File: src/hw/ccr_pkg.sv
// constants and types of the charger control register bank
// Functional notes
// - table 0: 100mA, 500mA, 1A, unlimited
// - table 1: 100mA, 700mA, 700mA, unlimited
// - source bit 0: 100mA while the pin is enabled and matches its polarity bit, else 500mA
// - high impedance follows its bit, default off
// - code 0 is 3.5V, 20mV steps
// - from code 41 upward, 30mV steps
package ccr_pkg;
	localparam logic [7:0] ADDR_LIMIT_MODE = 8'h01;
	localparam logic [7:0] ADDR_VREG_PIN   = 8'h02;
	localparam logic [7:0] ADDR_TABLE_SEL  = 8'h06;
	localparam logic [7:0] RESET_LIMIT_MODE = 8'h40;
	localparam logic [7:0] RESET_VREG_PIN   = 8'h8E;
	localparam logic       RESET_TABLE_SEL  = 1'h0;
	// field positions, limit and mode register
	localparam int LIMIT_CODE_LSB = 6;
	localparam int TERM_SHDN_BIT  = 5;
	localparam int END_SENSE_BIT  = 3;
	localparam int SOURCE_BIT     = 2;
	localparam int HIGHZ_BIT      = 1;
	localparam int OPMODE_BIT     = 0;
	// field positions, voltage and pin register and table select register
	localparam int VREG_CODE_LSB  = 2;
	localparam int PIN_POL_BIT    = 1;
	localparam int PIN_EN_BIT     = 0;
	localparam int TABLE_SEL_BIT  = 7;
	// regulation target in millivolts
	localparam logic [12:0] VREG_BASE_MV  = 13'h0DAC;
	localparam logic [12:0] VREG_STEP_LO  = 13'h0014;
	localparam logic [12:0] VREG_STEP_HI  = 13'h001E;
	localparam logic [5:0]  VREG_KNEE     = 6'h29;
	typedef enum logic [2:0] {
		CCR_LIM_100 = 3'b001,
		CCR_LIM_500 = 3'b010,
		CCR_LIM_700 = 3'b011,
		CCR_LIM_1A  = 3'b100,
		CCR_LIM_OFF = 3'b111
	} ccr_limit_type;
	typedef struct packed {
		ccr_limit_type input_limit;
		logic          charge_end_sensing;
		logic          term_shutdown_enable;
		logic          high_impedance;
		logic          operating_mode_select;
		logic [12:0]   regulation_mv;
		logic [5:0]    regulation_voltage_code;
	} ccr_ctrl_type;
endpackage : ccr_pkg

File: src/hw/ccr_regs.sv
// charger control registers and their decoded controls
`timescale 1ns/1ps
module ccr_regs (
	// clock and reset
	input  wire logic          clock_i,
	input  wire logic          reset_n_i,
	// register access port
	input  wire logic          reg_write_i,
	input  wire logic [7:0]    reg_addr_i,
	input  wire logic [7:0]    reg_wdata_i,
	output logic      [7:0]    reg_rdata_o,
	// external pin
	input  wire logic          otg_pin_i,
	// decoded controls
	output ccr_pkg::ccr_ctrl_type ctrl_o
);
	logic [7:0] limit_mode;
	logic [7:0] vreg_pin;
	logic       limit_table_select;
	logic [7:0] next_limit_mode;
	logic [7:0] next_vreg_pin;
	logic       next_limit_table_select;
	logic [7:0] next_rdata;
	ccr_pkg::ccr_ctrl_type next_ctrl;

	always_comb begin
		next_limit_mode = limit_mode;
		next_vreg_pin = vreg_pin;
		next_limit_table_select = limit_table_select;
		if (reg_write_i) begin
			unique case (reg_addr_i)
				ccr_pkg::ADDR_LIMIT_MODE: next_limit_mode = reg_wdata_i;
				ccr_pkg::ADDR_VREG_PIN: next_vreg_pin = reg_wdata_i;
				ccr_pkg::ADDR_TABLE_SEL: begin
					next_limit_table_select =
						reg_wdata_i[ccr_pkg::TABLE_SEL_BIT];
				end
				default: ;
			endcase
		end
	end

	always_ff @(posedge clock_i or negedge reset_n_i) begin
		if (!reset_n_i) begin
			limit_mode <= ccr_pkg::RESET_LIMIT_MODE;
			vreg_pin <= ccr_pkg::RESET_VREG_PIN;
			limit_table_select <= ccr_pkg::RESET_TABLE_SEL;
		end else begin
			limit_mode <= next_limit_mode;
			vreg_pin <= next_vreg_pin;
			limit_table_select <= next_limit_table_select;
		end
	end

	// read mux; only the table bit is held of the shared register
	always_comb begin
		unique case (reg_addr_i)
			ccr_pkg::ADDR_LIMIT_MODE: next_rdata = limit_mode;
			ccr_pkg::ADDR_VREG_PIN: next_rdata = vreg_pin;
			ccr_pkg::ADDR_TABLE_SEL: begin
				next_rdata = {limit_table_select, 7'h00};
			end
			default: next_rdata = 8'h00;
		endcase
	end

	// read data from a flop; it lags the address by one edge
	always_ff @(posedge clock_i or negedge reset_n_i) begin
		if (!reset_n_i) begin
			reg_rdata_o <= 8'h00;
		end else begin
			reg_rdata_o <= next_rdata;
		end
	end

	// decode of fields into controls
	always_comb begin
		logic [1:0] code;
		logic [5:0] vcode;
		logic       pin_asserted;
		code = limit_mode[ccr_pkg::LIMIT_CODE_LSB +: 2];
		vcode = vreg_pin[ccr_pkg::VREG_CODE_LSB +: 6];
		pin_asserted = vreg_pin[ccr_pkg::PIN_EN_BIT] &
			~(otg_pin_i ^ vreg_pin[ccr_pkg::PIN_POL_BIT]);
		next_ctrl = '0;
		if (!limit_mode[ccr_pkg::SOURCE_BIT]) begin
			next_ctrl.input_limit = pin_asserted ?
				ccr_pkg::CCR_LIM_100 : ccr_pkg::CCR_LIM_500;
		end else if (!limit_table_select) begin
			unique case (code)
				2'h0: next_ctrl.input_limit = ccr_pkg::CCR_LIM_100;
				2'h1: next_ctrl.input_limit = ccr_pkg::CCR_LIM_500;
				2'h2: next_ctrl.input_limit = ccr_pkg::CCR_LIM_1A;
				2'h3: next_ctrl.input_limit = ccr_pkg::CCR_LIM_OFF;
			endcase
		end else begin
			unique case (code)
				2'h0: next_ctrl.input_limit = ccr_pkg::CCR_LIM_100;
				2'h1: next_ctrl.input_limit = ccr_pkg::CCR_LIM_700;
				2'h2: next_ctrl.input_limit = ccr_pkg::CCR_LIM_700;
				2'h3: next_ctrl.input_limit = ccr_pkg::CCR_LIM_OFF;
			endcase
		end
		next_ctrl.charge_end_sensing = limit_mode[ccr_pkg::END_SENSE_BIT];
		next_ctrl.term_shutdown_enable =
			limit_mode[ccr_pkg::TERM_SHDN_BIT];
		next_ctrl.high_impedance = limit_mode[ccr_pkg::HIGHZ_BIT];
		next_ctrl.operating_mode_select = limit_mode[ccr_pkg::OPMODE_BIT];
		next_ctrl.regulation_voltage_code = vcode;
		if (vcode < ccr_pkg::VREG_KNEE) begin
			next_ctrl.regulation_mv = 13'(ccr_pkg::VREG_BASE_MV +
				13'(vcode) * ccr_pkg::VREG_STEP_LO);
		end else begin
			next_ctrl.regulation_mv = 13'(ccr_pkg::VREG_BASE_MV +
				13'(ccr_pkg::VREG_KNEE - 6'h01) * ccr_pkg::VREG_STEP_LO +
				13'(vcode - ccr_pkg::VREG_KNEE + 6'h01) *
				ccr_pkg::VREG_STEP_HI);
		end
	end

	// controls registered so the outputs come from flip-flops
	always_ff @(posedge clock_i or negedge reset_n_i) begin
		if (!reset_n_i) begin
			ctrl_o <= '0;
		end else begin
			ctrl_o <= next_ctrl;
		end
	end
endmodule : ccr_regs

File: config.mk
export PLATFORM = sky130hd
export DESIGN_NAME = ccr_regs
export DESIGN_NICKNAME = d
export VERILOG_FILES = /design/src/hw/ccr_pkg.sv /design/src/hw/ccr_regs.sv
export SDC_FILE = /design/constraint.sdc
export NUM_CORES = 1
export LEC_CHECK = 0
export BUFFER_PORTS_ARGS = -buffer_cell sky130_fd_sc_hd__buf_2
export CORE_ASPECT_RATIO = 2
export CORE_MARGIN = 5
export CORE_UTILIZATION = 43
export DETAILED_ROUTE_END_ITERATION = 10
export GPL_ROUTABILITY_DRIVEN = 1
export GPL_TIMING_DRIVEN = 0
export PLACE_DENSITY = 0.71
export SLEW_MARGIN = 0
export SYNTH_ARGS = -nofsm -noshare
export SYNTH_HDL_FRONTEND = slang
export SYNTH_SLANG_ARGS = --single-unit
export TNS_END_PERCENT = 5
File: constraint.sdc
create_clock -name clock_i -period 5.9 [get_ports clock_i]
set_clock_uncertainty 0.1 [all_clocks]
set_input_delay 0.295 -clock clock_i [delete_from_list [all_inputs] [get_ports clock_i]]
set_output_delay 0.295 -clock clock_i [all_outputs]
set_load 0.005 [all_outputs]
==> results of run 1 <==
[registers in the layout, indices dropped and copies added (netlist names)]
name                cells
ctrl_o                 25
limit_table_select      1
vreg_pin                8
reg_rdata_o             8
limit_mode              8
[path summary, 6_finish.rpt]
kind | start | end | slack, ns
max | vreg_pin[2] | ctrl_o[18] | 0.44
min | reset_n_i | ctrl_o[13] | 0.09
max reg2reg | vreg_pin[2] | ctrl_o[18] | 0.44
min reg2reg | limit_mode[0] | ctrl_o[19] | 0.29
max in group asynchronous | reset_n_i | limit_mode[2] | 4.97
min in group clock_i | reg_wdata_i[1] | limit_mode[1] | 0.15
[metal layers]
layer,part of all wire,global-route usage
met1,0.44,0.192
met2,0.51,0.238
met3,0.045,0.0297
met4,0.012,0.0318
met5,0,0
[worst reg2reg max path, delay by kind of cell, from the launching register on]
family / cells / cell delay [ns]
AOI/OAI and AO/OA: 5 / 1.26
adders and majority gates: 4 / 1.62
DFF: 1 / 0.60
xor gates and xnor gates: 2 / 0.53
buffers and inverters: 5 / 0.60
and+or+nand+nor: 5 / 0.62
[area by class of cell]
class                           count  area share
Multi-Input combinational cell    227       0.488
Sequential cell                    50       0.318
Timing Repair Buffer               52      0.0658
Inverter                           34      0.0323
Clock buffer                        5      0.0317
Tap cell                           96      0.0304
Buffer                             11      0.0215
Clock inverter                      3      0.0120
[power breakdown]
| group | switching (mW) | internal, mW | leakage, nW | total [mW] |
|---|---|---|---|---|
| Combinational | 0.341 | 0.292 | 1.22 | 0.632 |
| Sequential | 0.00965 | 0.362 | 0.636 | 0.372 |
| Clock | 0.126 | 0.202 | 0.0844 | 0.328 |
| Total | 0.476 | 0.856 | 1.94 | 1.33 |
[per-stage QoR]
| stage | hold WS, ns | area (µm²) | utilization | setup WS, ns |
|---|---|---|---|---|
| 2_1_floorplan | -0.101 | 3400 | - | 1.03 |
| 3_3_place_gp | 0.282 | 3780 | 0.483 | 0.479 |
| 3_5_place_dp | 0.281 | 3780 | 0.483 | 0.467 |
| 4_1_cts | 0.129 | 3950 | 0.505 | 0.430 |
| 5_1_grt | 0.146 | 3950 | 0.505 | 0.0491 |
| 6_report | 0.0861 | 3950 | 0.505 | 0.437 |
[cell families (layout without fill, tap and decap cells)]
kind of cell	count (synthesis)	in the layout
AND/OR/NAND/NOR	67	67
AO/OA/AOI/OAI	69	69
buffers and inverters	45	105
XOR/XNOR	32	32
multiplexers	20	20
flip-flops	50	50
other	1	1
adder cells (fa/ha/maj)	38	38
[cell usage in the layout (no fill, tap or decap), types with 3 or more instances in the layout]
master | netlist | final
buf_2 | 2 | 54
dfrtp_1 | 45 | 45
inv_1 | 33 | 33
ha_1 | 27 | 27
xnor2_1 | 24 | 24
a21oi_1 | 20 | 20
mux2_2 | 18 | 18
nor2_1 | 15 | 15
o21ai_0 | 13 | 13
nand2_1 | 10 | 10
fa_1 | 10 | 10
nor3_1 | 8 | 8
a22o_1 | 8 | 8
nor2b_1 | 6 | 6
xor2_1 | 6 | 6
buf_6 | 5 | 5
nand3_1 | 5 | 5
clkbuf_16 | 0 | 5
dfstp_2 | 5 | 5
nand2b_1 | 4 | 4
o21a_1 | 4 | 4
a21o_1 | 4 | 4
clkbuf_1 | 3 | 3
or3_1 | 3 | 3
a211oi_1 | 3 | 3
==> results.ini, run 1 <==
[flow_run]
max_cap_violations = 0

[routing]
vias = 2423
drtIter0Drc = 84
wirelength_um = 6700
ant_nets = 0
wl_per_cell_um = 14.0
dr.pass1.iters = 4
drc_errors = 0
vias_per_cell = 5.07

[grt]
grt.total_usage = 0.144
grt-ovfl-total = 0
antenna_found_initial = 0
grt_pass1_vias = 2360
grt_max_degree = 51
grt_first_pass_wirelength_um = 11400

[sta]
fin_crit_sh = 0.926
worstMarginPinSlew_ns = 1.03
slew_viol_final = 0
max_freq_mhz = 183
finalSetupViolations = 0
fin_setup_tns_ns = 0
rsz0062_at_grt = false
min_period_ns = 5.46
slew-limit-headroom = 0.312
hold_viol_final = 0

[critical_path]
start_kind = register
worst-setup-path-type = reg -> reg
timing.reg2reg.worst_path_depth = 21
max_stage_delay_ns = 0.60
cp_slowest_cell = dfstp_2
path_cells = buf_6 > inv_1 > ha_1 > buf_2 > nor3_1 > a21oi_1 > nor2_1 > o21ai_0 > xnor2_1 > fa_1 > inv_1 > fa_1 > inv_1 > ha_1 > a211oi_1 > nor2_1 > xnor2_1 > o211ai_1 > and4_1 > a211oi_1 > nor3_2
cp-end-kind = register
worst-path-buf-inv = 5
path_depth = 21
critical_path.top_delay_family = adder cells
cp_common_cell = inv_1
crit_path_max_fanout = 10
arrival_ns = 5.53
cp.required_ns = 5.97

[floorplanning]
start_util = 0.434
dieArea_um2 = 9890
coreArea_um2 = 7830
die_x_um = 72.9
num_rows = 46
ios = 54
die_h_um = 136

[synthesis]
yosysTopAreaCell = dfrtp_1
syn_inst = 322
synth_edf_count = 0
synth_cell_types = 57
synth_common_cells = dfrtp_1 (45), inv_1 (33), ha_1 (27)
synth_xor_area_frac = 0.0869
async_flop_share = 1.00
synth_top_area_frac = 0.331
synth-seq-cells = 50
synth-compound-area-share = 0.138
synth_area_leaders = dfrtp_1 (33%), ha_1 (9.9%), xnor2_1 (6.2%)
dominantRegCellSynth = dfrtp_1
avgSynthCellArea_um2 = 10.6
synth_fa_ha_area_frac = 0.162
muxShareOfSynthArea = 0.0655
yosys_warnings = 0
synth_top_family_by_area = adder cells
yosysMostFrequentCell = dfrtp_1
yosys.area_share.simple = 0.114
syn_area_um2 = 3400
synthesis.nets = 379
ys_seq_area_frac = 0.370

[power_and_ir_drop]
ir_drop_uv = 171
powerDensity_nw_per_um2 = 337
fin_total_pwr_mw = 1.33
leakagePower_nw = 1.94

[clock_network]
cts_setup_buffers = 0
cts_buffer_depth = 2
htreeDepth = 2
cts-root-buf = clkbuf_16
cts_hold_buffers = 0
cts.sinks = 50
numCtsBuffers = 5
ctsResizeCount = 0
clock_latency_ns = 0.29
cts_tree = built
clkTransAtPathRegs_ns = 0.07

[placed_design]
place_inst = 470
hpwl_um = 5240
gp_congestion = 0.797
io_buffers = 52

[cells_and_area]
instances_no_fill = 478
multiInputGateArea_um2 = 1930
drive_gt1_frac = 0.275
fillCellCount = 729
area_delta_synth_final_pct = 16.3
n_antenna_cell = 0
regArea_um2 = 1260
nNetsFinal = 438

[worst_hold_path]
hp-class = in -> async

[outcome]
outcome = completed

Note: power is estimated with default switching activity, not from simulation.
==> inputs of run 2 (changes only) <==
Settings changed: CORE_MARGIN 5 to 2.
==> run 2 against run 1 <==
- count of clock-buffer cells in the layout increased by 1
- critical path type unchanged
- global-route usage grew 4.6 points
- worst setup slack worse by 0.060 ns
- clock power shrank 9.1%
- utilization is 1.0 points higher
- wire length up 9.8%
- first-iteration DRC count down 33%
- largest cell class unchanged
- hold slack improved by 0.014 ns
- sequential share of layout area rose by 0.050 points
- sequential power about the same
==> results.ini, run 2 (synthesized netlist as in run 1, its figures left out) <==
[outcome]
outcome = completed

[critical_path]
r2r_setup_slack_ns = 0.38  ; -0.06 ns
cp_slowest_cell = dfstp_2
max_stage_delay_ns = 0.61  ; about the same
timing.reg2reg.worst_path_depth = 21  ; unchanged
worst-path-buf-inv = 5  ; unchanged
path_cells = buf_6 > inv_1 > ha_1 > buf_2 > nor3_1 > a21oi_1 > nor2_1 > o21ai_0 > xnor2_2 > fa_1 > inv_1 > fa_1 > inv_1 > ha_1 > a211oi_2 > nor2_1 > xnor2_1 > o211ai_1 > and4_1 > a211oi_1 > nor3_2
path_depth = 21  ; unchanged
start_kind = register
critical_path.top_delay_family = adder cells
reg2reg_from = vreg_pin[2]
cp.required_ns = 5.97  ; about the same
arrival_ns = 5.60  ; +0.07 ns
cp-startpoint = vreg_pin[2]
cp_common_cell = inv_1
worst-setup-path-type = reg -> reg
crit_path_max_fanout = 10  ; unchanged
cp-end-kind = register

[power_and_ir_drop]
leakagePower_nw = 1.94  ; about the same
powerDensity_nw_per_um2 = 342  ; +1.4%
ir_drop_uv = 235  ; +37%

[cells_and_area]
regMostFlops = ctrl_o
drive_gt1_frac = 0.280  ; +0.00524
nNetsFinal = 438  ; unchanged
instances_no_fill = 476  ; -0.42%
fin_util = 0.515  ; +0.0104
multiInputGateArea_um2 = 1940  ; +0.65%
final_cell_mix = buf_2 (54), dfrtp_1 (45), inv_1 (33), ha_1 (27), xnor2_1 (23)
final_common_cell = buf_2
area_delta_synth_final_pct = 16.1
n_antenna_cell = 0  ; unchanged
fillCellCount = 739  ; +1.4%
regArea_um2 = 1260  ; unchanged
largest_reg_flops = 25  ; unchanged

[routing]
vias = 2511  ; +3.6%
wirelength_um = 7350  ; +9.8%
drc_errors = 0  ; unchanged
topRoutingLayerUsed = met4
dr.pass1.iters = 4  ; unchanged
drtIter0Drc = 56  ; -33%
ant_nets = 0  ; unchanged
met2WireLength_um = 4380  ; +29%
wl_per_cell_um = 15.4  ; +10%
vias_per_cell = 5.28  ; +4.1%
wl_met1_um = 2410  ; -18%
routed-wl-met3_um = 201  ; -34%

[floorplanning]
num_rows = 45  ; -2.2%
coreArea_um2 = 7660  ; -2.2%
start_util = 0.444  ; +0.00965
die_h_um = 130  ; -4.4%
ios = 54  ; unchanged
dieArea_um2 = 8680  ; -12%
die_x_um = 66.9  ; -8.2%

[grt]
grt_max_degree = 51  ; unchanged
grt_pass1_vias = 2720  ; +15%
grt-ovfl-total = 0  ; unchanged
grt_first_pass_wirelength_um = 12300  ; +7.4%
grt.total_usage = 0.190  ; +0.0460
antenna_found_initial = 0  ; unchanged

[placed_design]
place_inst = 468  ; -0.43%
io_buffers = 52  ; unchanged
hpwl_um = 5940  ; +13%
gp_congestion = 0.864  ; +8.4%

[sta]
finalSetupViolations = 0  ; unchanged
worstMarginPinSlew_ns = 1.15  ; +0.114 ns
hold_viol_final = 0  ; unchanged
slew-limit-headroom = 0.231  ; -0.0816
fin_crit_sh = 0.936  ; +0.0103
rsz0062_at_grt = false
fin_setup_tns_ns = 0  ; unchanged
min_period_ns = 5.52  ; +0.0605 ns
slew_viol_final = 0  ; unchanged
max_freq_mhz = 181  ; -1.1%

[flow_run]
max_cap_violations = 0  ; unchanged

[clock_network]
numCtsBuffers = 5  ; unchanged
cts.sinks = 50  ; unchanged
clock_latency_ns = 0.30  ; about the same
cts-root-buf = clkbuf_16
cts_buffer_depth = 2  ; unchanged
clkTransAtPathRegs_ns = 0.07  ; about the same
cts_hold_buffers = 0  ; unchanged
cts_tree = built
htreeDepth = 2  ; unchanged

[worst_hold_path]
hp-class = in -> async

-- run 2: final cells by class --
| type | count | area share |
|---|---|---|
| Buffer | 11 | 0.0216 |
| Clock buffer | 6 | 0.0352 |
| Clock inverter | 2 | 0.00444 |
| Inverter | 34 | 0.0323 |
| Multi-Input combinational cell | 227 | 0.492 |
| Sequential cell | 50 | 0.319 |
| Tap cell | 94 | 0.0298 |
| Timing Repair Buffer | 52 | 0.0659 |
-- run 2: stage by stage --
stage	power [mW]	cell area, µm²	hold WS, ns	worst slack [ns]
6_report	1.35	3950	0.100	0.377
5_1_grt	1.47	3950	0.143	0.0876
4_1_cts	1.35	3930	0.139	0.271
3_5_place_dp	1.05	3780	0.282	0.316
3_3_place_gp	1.03	3780	0.277	0.377
2_1_floorplan	0.892	3400	-0.101	1.03
-- run 2: report_power, final --
group / total (mW) / switching (mW) / internal [mW] / leakage [nW]
sequential: 0.372 / 0.0103 / 0.362 / 0.636
combinational: 0.678 / 0.383 / 0.295 / 1.23
clock: 0.298 / 0.128 / 0.170 / 0.0770
-- run 2: final timing paths --
path | end
worst max-delay path | ctrl_o[18]
worst min-delay path | limit_mode[1]
worst max register to register | ctrl_o[18]
worst min register to register | ctrl_o[20]
max in group asynchronous | ctrl_o[12]
min in group clock_i | vreg_pin[0]
-- run 2: metal layers --
metal | global-route usage | up-vias
li1 | - | 1218
met1 | 0.169 | 1217
met2 | 0.374 | 53
met3 | 0.0302 | 23
met4 | 0.118 | 0
met5 | 0 | -
-- run 2: timing repair --
action / in CTS / in global routing
resized for setup: 0 / 2
setup buffers: 0 / 0
endpoints found under the setup margin: 0 / 1
==> inputs of run 3 (changes only) <==
Settings changed: CORE_UTILIZATION 43 to 40, PLACE_DENSITY 0.71 to 0.68.
Clock period 5.9 ns to 6.25 ns, I/O delays scaled along.
==> run 3 against run 2 <==
- count of clock-buffer cells in the layout is the same
- final area grew 0.35%
- utilization decreased by 3.8 points
- hold slack improved by 0.029 ns
- wire length rose by 0.60%
- global-route usage fell by 2.0 points
- first-iteration DRC count fell by 32%
- via count increased by 0.28%
- worst setup slack better by 0.28 ns
- largest cell class unchanged
- highest routed layer unchanged
==> results.ini, run 3 (synthesized netlist as in run 1, its figures left out) <==
[grt]
grt.total_usage = 0.170  ; -0.0203
grt_pass1_vias = 2675  ; -1.7%
antenna_found_initial = 0  ; unchanged
grt_first_pass_wirelength_um = 12400  ; +1.1%
grt_max_degree = 51  ; unchanged
grt-ovfl-total = 0  ; unchanged

[cells_and_area]
largest_reg_flops = 25  ; unchanged
regMostFlops = ctrl_o
final_common_cell = buf_2
fillCellCount = 767  ; +3.8%
instances_no_fill = 480  ; +0.84%
drive_gt1_frac = 0.275  ; -0.00524
fin_util = 0.478  ; -0.0378
nNetsFinal = 438  ; unchanged
final_cell_area_um2 = 3960  ; +0.35%
final_cell_mix = buf_2 (54), dfrtp_1 (45), inv_1 (33), ha_1 (27), xnor2_1 (24)
n_antenna_cell = 0  ; unchanged
area_delta_synth_final_pct = 16.5

[sta]
finalSetupViolations = 0  ; unchanged
max_freq_mhz = 179  ; -1.2%
slew_viol_final = 0  ; unchanged
fin_setup_tns_ns = 0  ; unchanged
rsz0062_at_grt = false
min_period_ns = 5.59  ; +0.0652 ns
slew-limit-headroom = 0.252  ; +0.0215
hold_viol_final = 0  ; unchanged
worstMarginPinSlew_ns = 1.12  ; -0.0234 ns
fin_crit_sh = 0.894  ; -0.0420

[power_and_ir_drop]
ir_drop_uv = 205  ; -13%
fin_total_pwr_mw = 1.31  ; -2.7%
leakagePower_nw = 1.95  ; +0.22%
powerDensity_nw_per_um2 = 331  ; -3.0%

[clock_network]
cts_setup_buffers = 0  ; unchanged
cts-root-buf = clkbuf_16
clock_latency_ns = 0.30  ; about the same
cts_buffer_depth = 2  ; unchanged
cts_hold_buffers = 0  ; unchanged
numCtsBuffers = 5  ; unchanged
clkTransAtPathRegs_ns = 0.07  ; about the same
htreeDepth = 2  ; unchanged
cts_tree = built
ctsResizeCount = 0  ; unchanged
cts.sinks = 50  ; unchanged

[routing]
wirelength_um = 7400  ; +0.60%
drc_errors = 0  ; unchanged
ant_nets = 0  ; unchanged
wl_per_cell_um = 15.4  ; -0.24%
dr.pass1.iters = 4  ; unchanged
vias_per_cell = 5.25  ; -0.56%
vias = 2518  ; +0.28%
drtIter0Drc = 38  ; -32%

[placed_design]
place_inst = 472  ; +0.85%
io_buffers = 52  ; unchanged
place_area_um2 = 3780  ; +0.13%
hpwl_um = 6000  ; +0.92%
gp_congestion = 0.833  ; -3.6%

[critical_path]
start_kind = register
worst-setup-path-type = reg -> reg
timing.reg2reg.worst_path_depth = 21  ; unchanged
crit_path_max_fanout = 10  ; unchanged
arrival_ns = 5.66  ; +0.06 ns
cp.required_ns = 6.33  ; +0.36 ns
cp-end-kind = register

[floorplanning]
coreArea_um2 = 8290  ; +8.3%
start_util = 0.410  ; -0.0340
ios = 54  ; unchanged
die_x_um = 69.2  ; +3.5%
dieArea_um2 = 9300  ; +7.2%
die_h_um = 134  ; +3.6%
num_rows = 47  ; +4.4%

[flow_run]
max_cap_violations = 0  ; unchanged

[worst_hold_path]
hp-class = in -> async

[outcome]
outcome = completed

[run 3: cell count changes in the layout (fill, tap and decap cells not counted)]
cell       before  now
clkinv_4        2    0
a211oi_1        2    3
a211oi_2        1    0
bufinv_16       0    1
inv_6           0    1
xnor2_1        23   24
xnor2_2         2    1
[run 3: final timing paths]
kind / start / to / slack (ns)
worst max-delay path: vreg_pin[2] / ctrl_o[18] / 0.66
worst min register to register: limit_mode[1] / ctrl_o[20] / 0.30
worst min-delay path: reset_n_i / limit_mode[1] / 0.13
max in group asynchronous: reset_n_i / ctrl_o[4] / 5.22
worst max register to register: vreg_pin[2] / ctrl_o[18] / 0.66
min in group clock_i: reg_wdata_i[0] / limit_mode[0] / 0.16
[run 3: area by class of cell]
cell class / count / area (µm²) / share of cell area
clock buffers: 6 / 139 / 0.0351
repair buffers: 52 / 260 / 0.0657
flip-flops and latches: 50 / 1260 / 0.318
plain buffers: 11 / 85.1 / 0.0215
multi-input cells: 227 / 1930 / 0.487
inverters: 34 / 128 / 0.0322
well taps: 98 / 123 / 0.0310
clock inverters: 2 / 38.8 / 0.00979
[run 3: worst max-delay path, cell delays in order, from the launching register on]
cell      delay [ns]
dfstp_2         0.61
buf_6           0.17
inv_1           0.11
ha_1            0.32
buf_2           0.22
nor3_1          0.07
a21oi_1         0.12
nor2_1          0.06
o21ai_0         0.21
xnor2_1         0.23
fa_1            0.58
inv_1           0.05
fa_1            0.49
inv_1           0.04
ha_1            0.24
a211oi_1        0.42
nor2_1          0.13
xnor2_1         0.29
o211ai_1        0.30
and4_1          0.32
a211oi_1        0.29
nor3_2          0.08
[run 3: stage by stage]
step           setup slack [ns]  hold WS (ns)
3_5_place_dp              0.668         0.289
6_report                  0.661         0.129
2_1_floorplan              1.38       -0.0831
5_1_grt                   0.218         0.161
3_3_place_gp              0.732         0.281
4_1_cts                   0.623         0.157
[run 3: per-layer routing]
layer  vias up  wire, µm  GRT usage
met2        51      4520      0.355
met3        21       231     0.0225
met5         -         0          0
li1       1225         -          -
met1      1221      2350      0.144
met4         0       300     0.0959
[run 3: where the power goes]
part	switching, mW	internal, mW
Sequential	0.0100	0.342
Clock	0.126	0.201
Combinational	0.356	0.277
Total	0.492	0.820
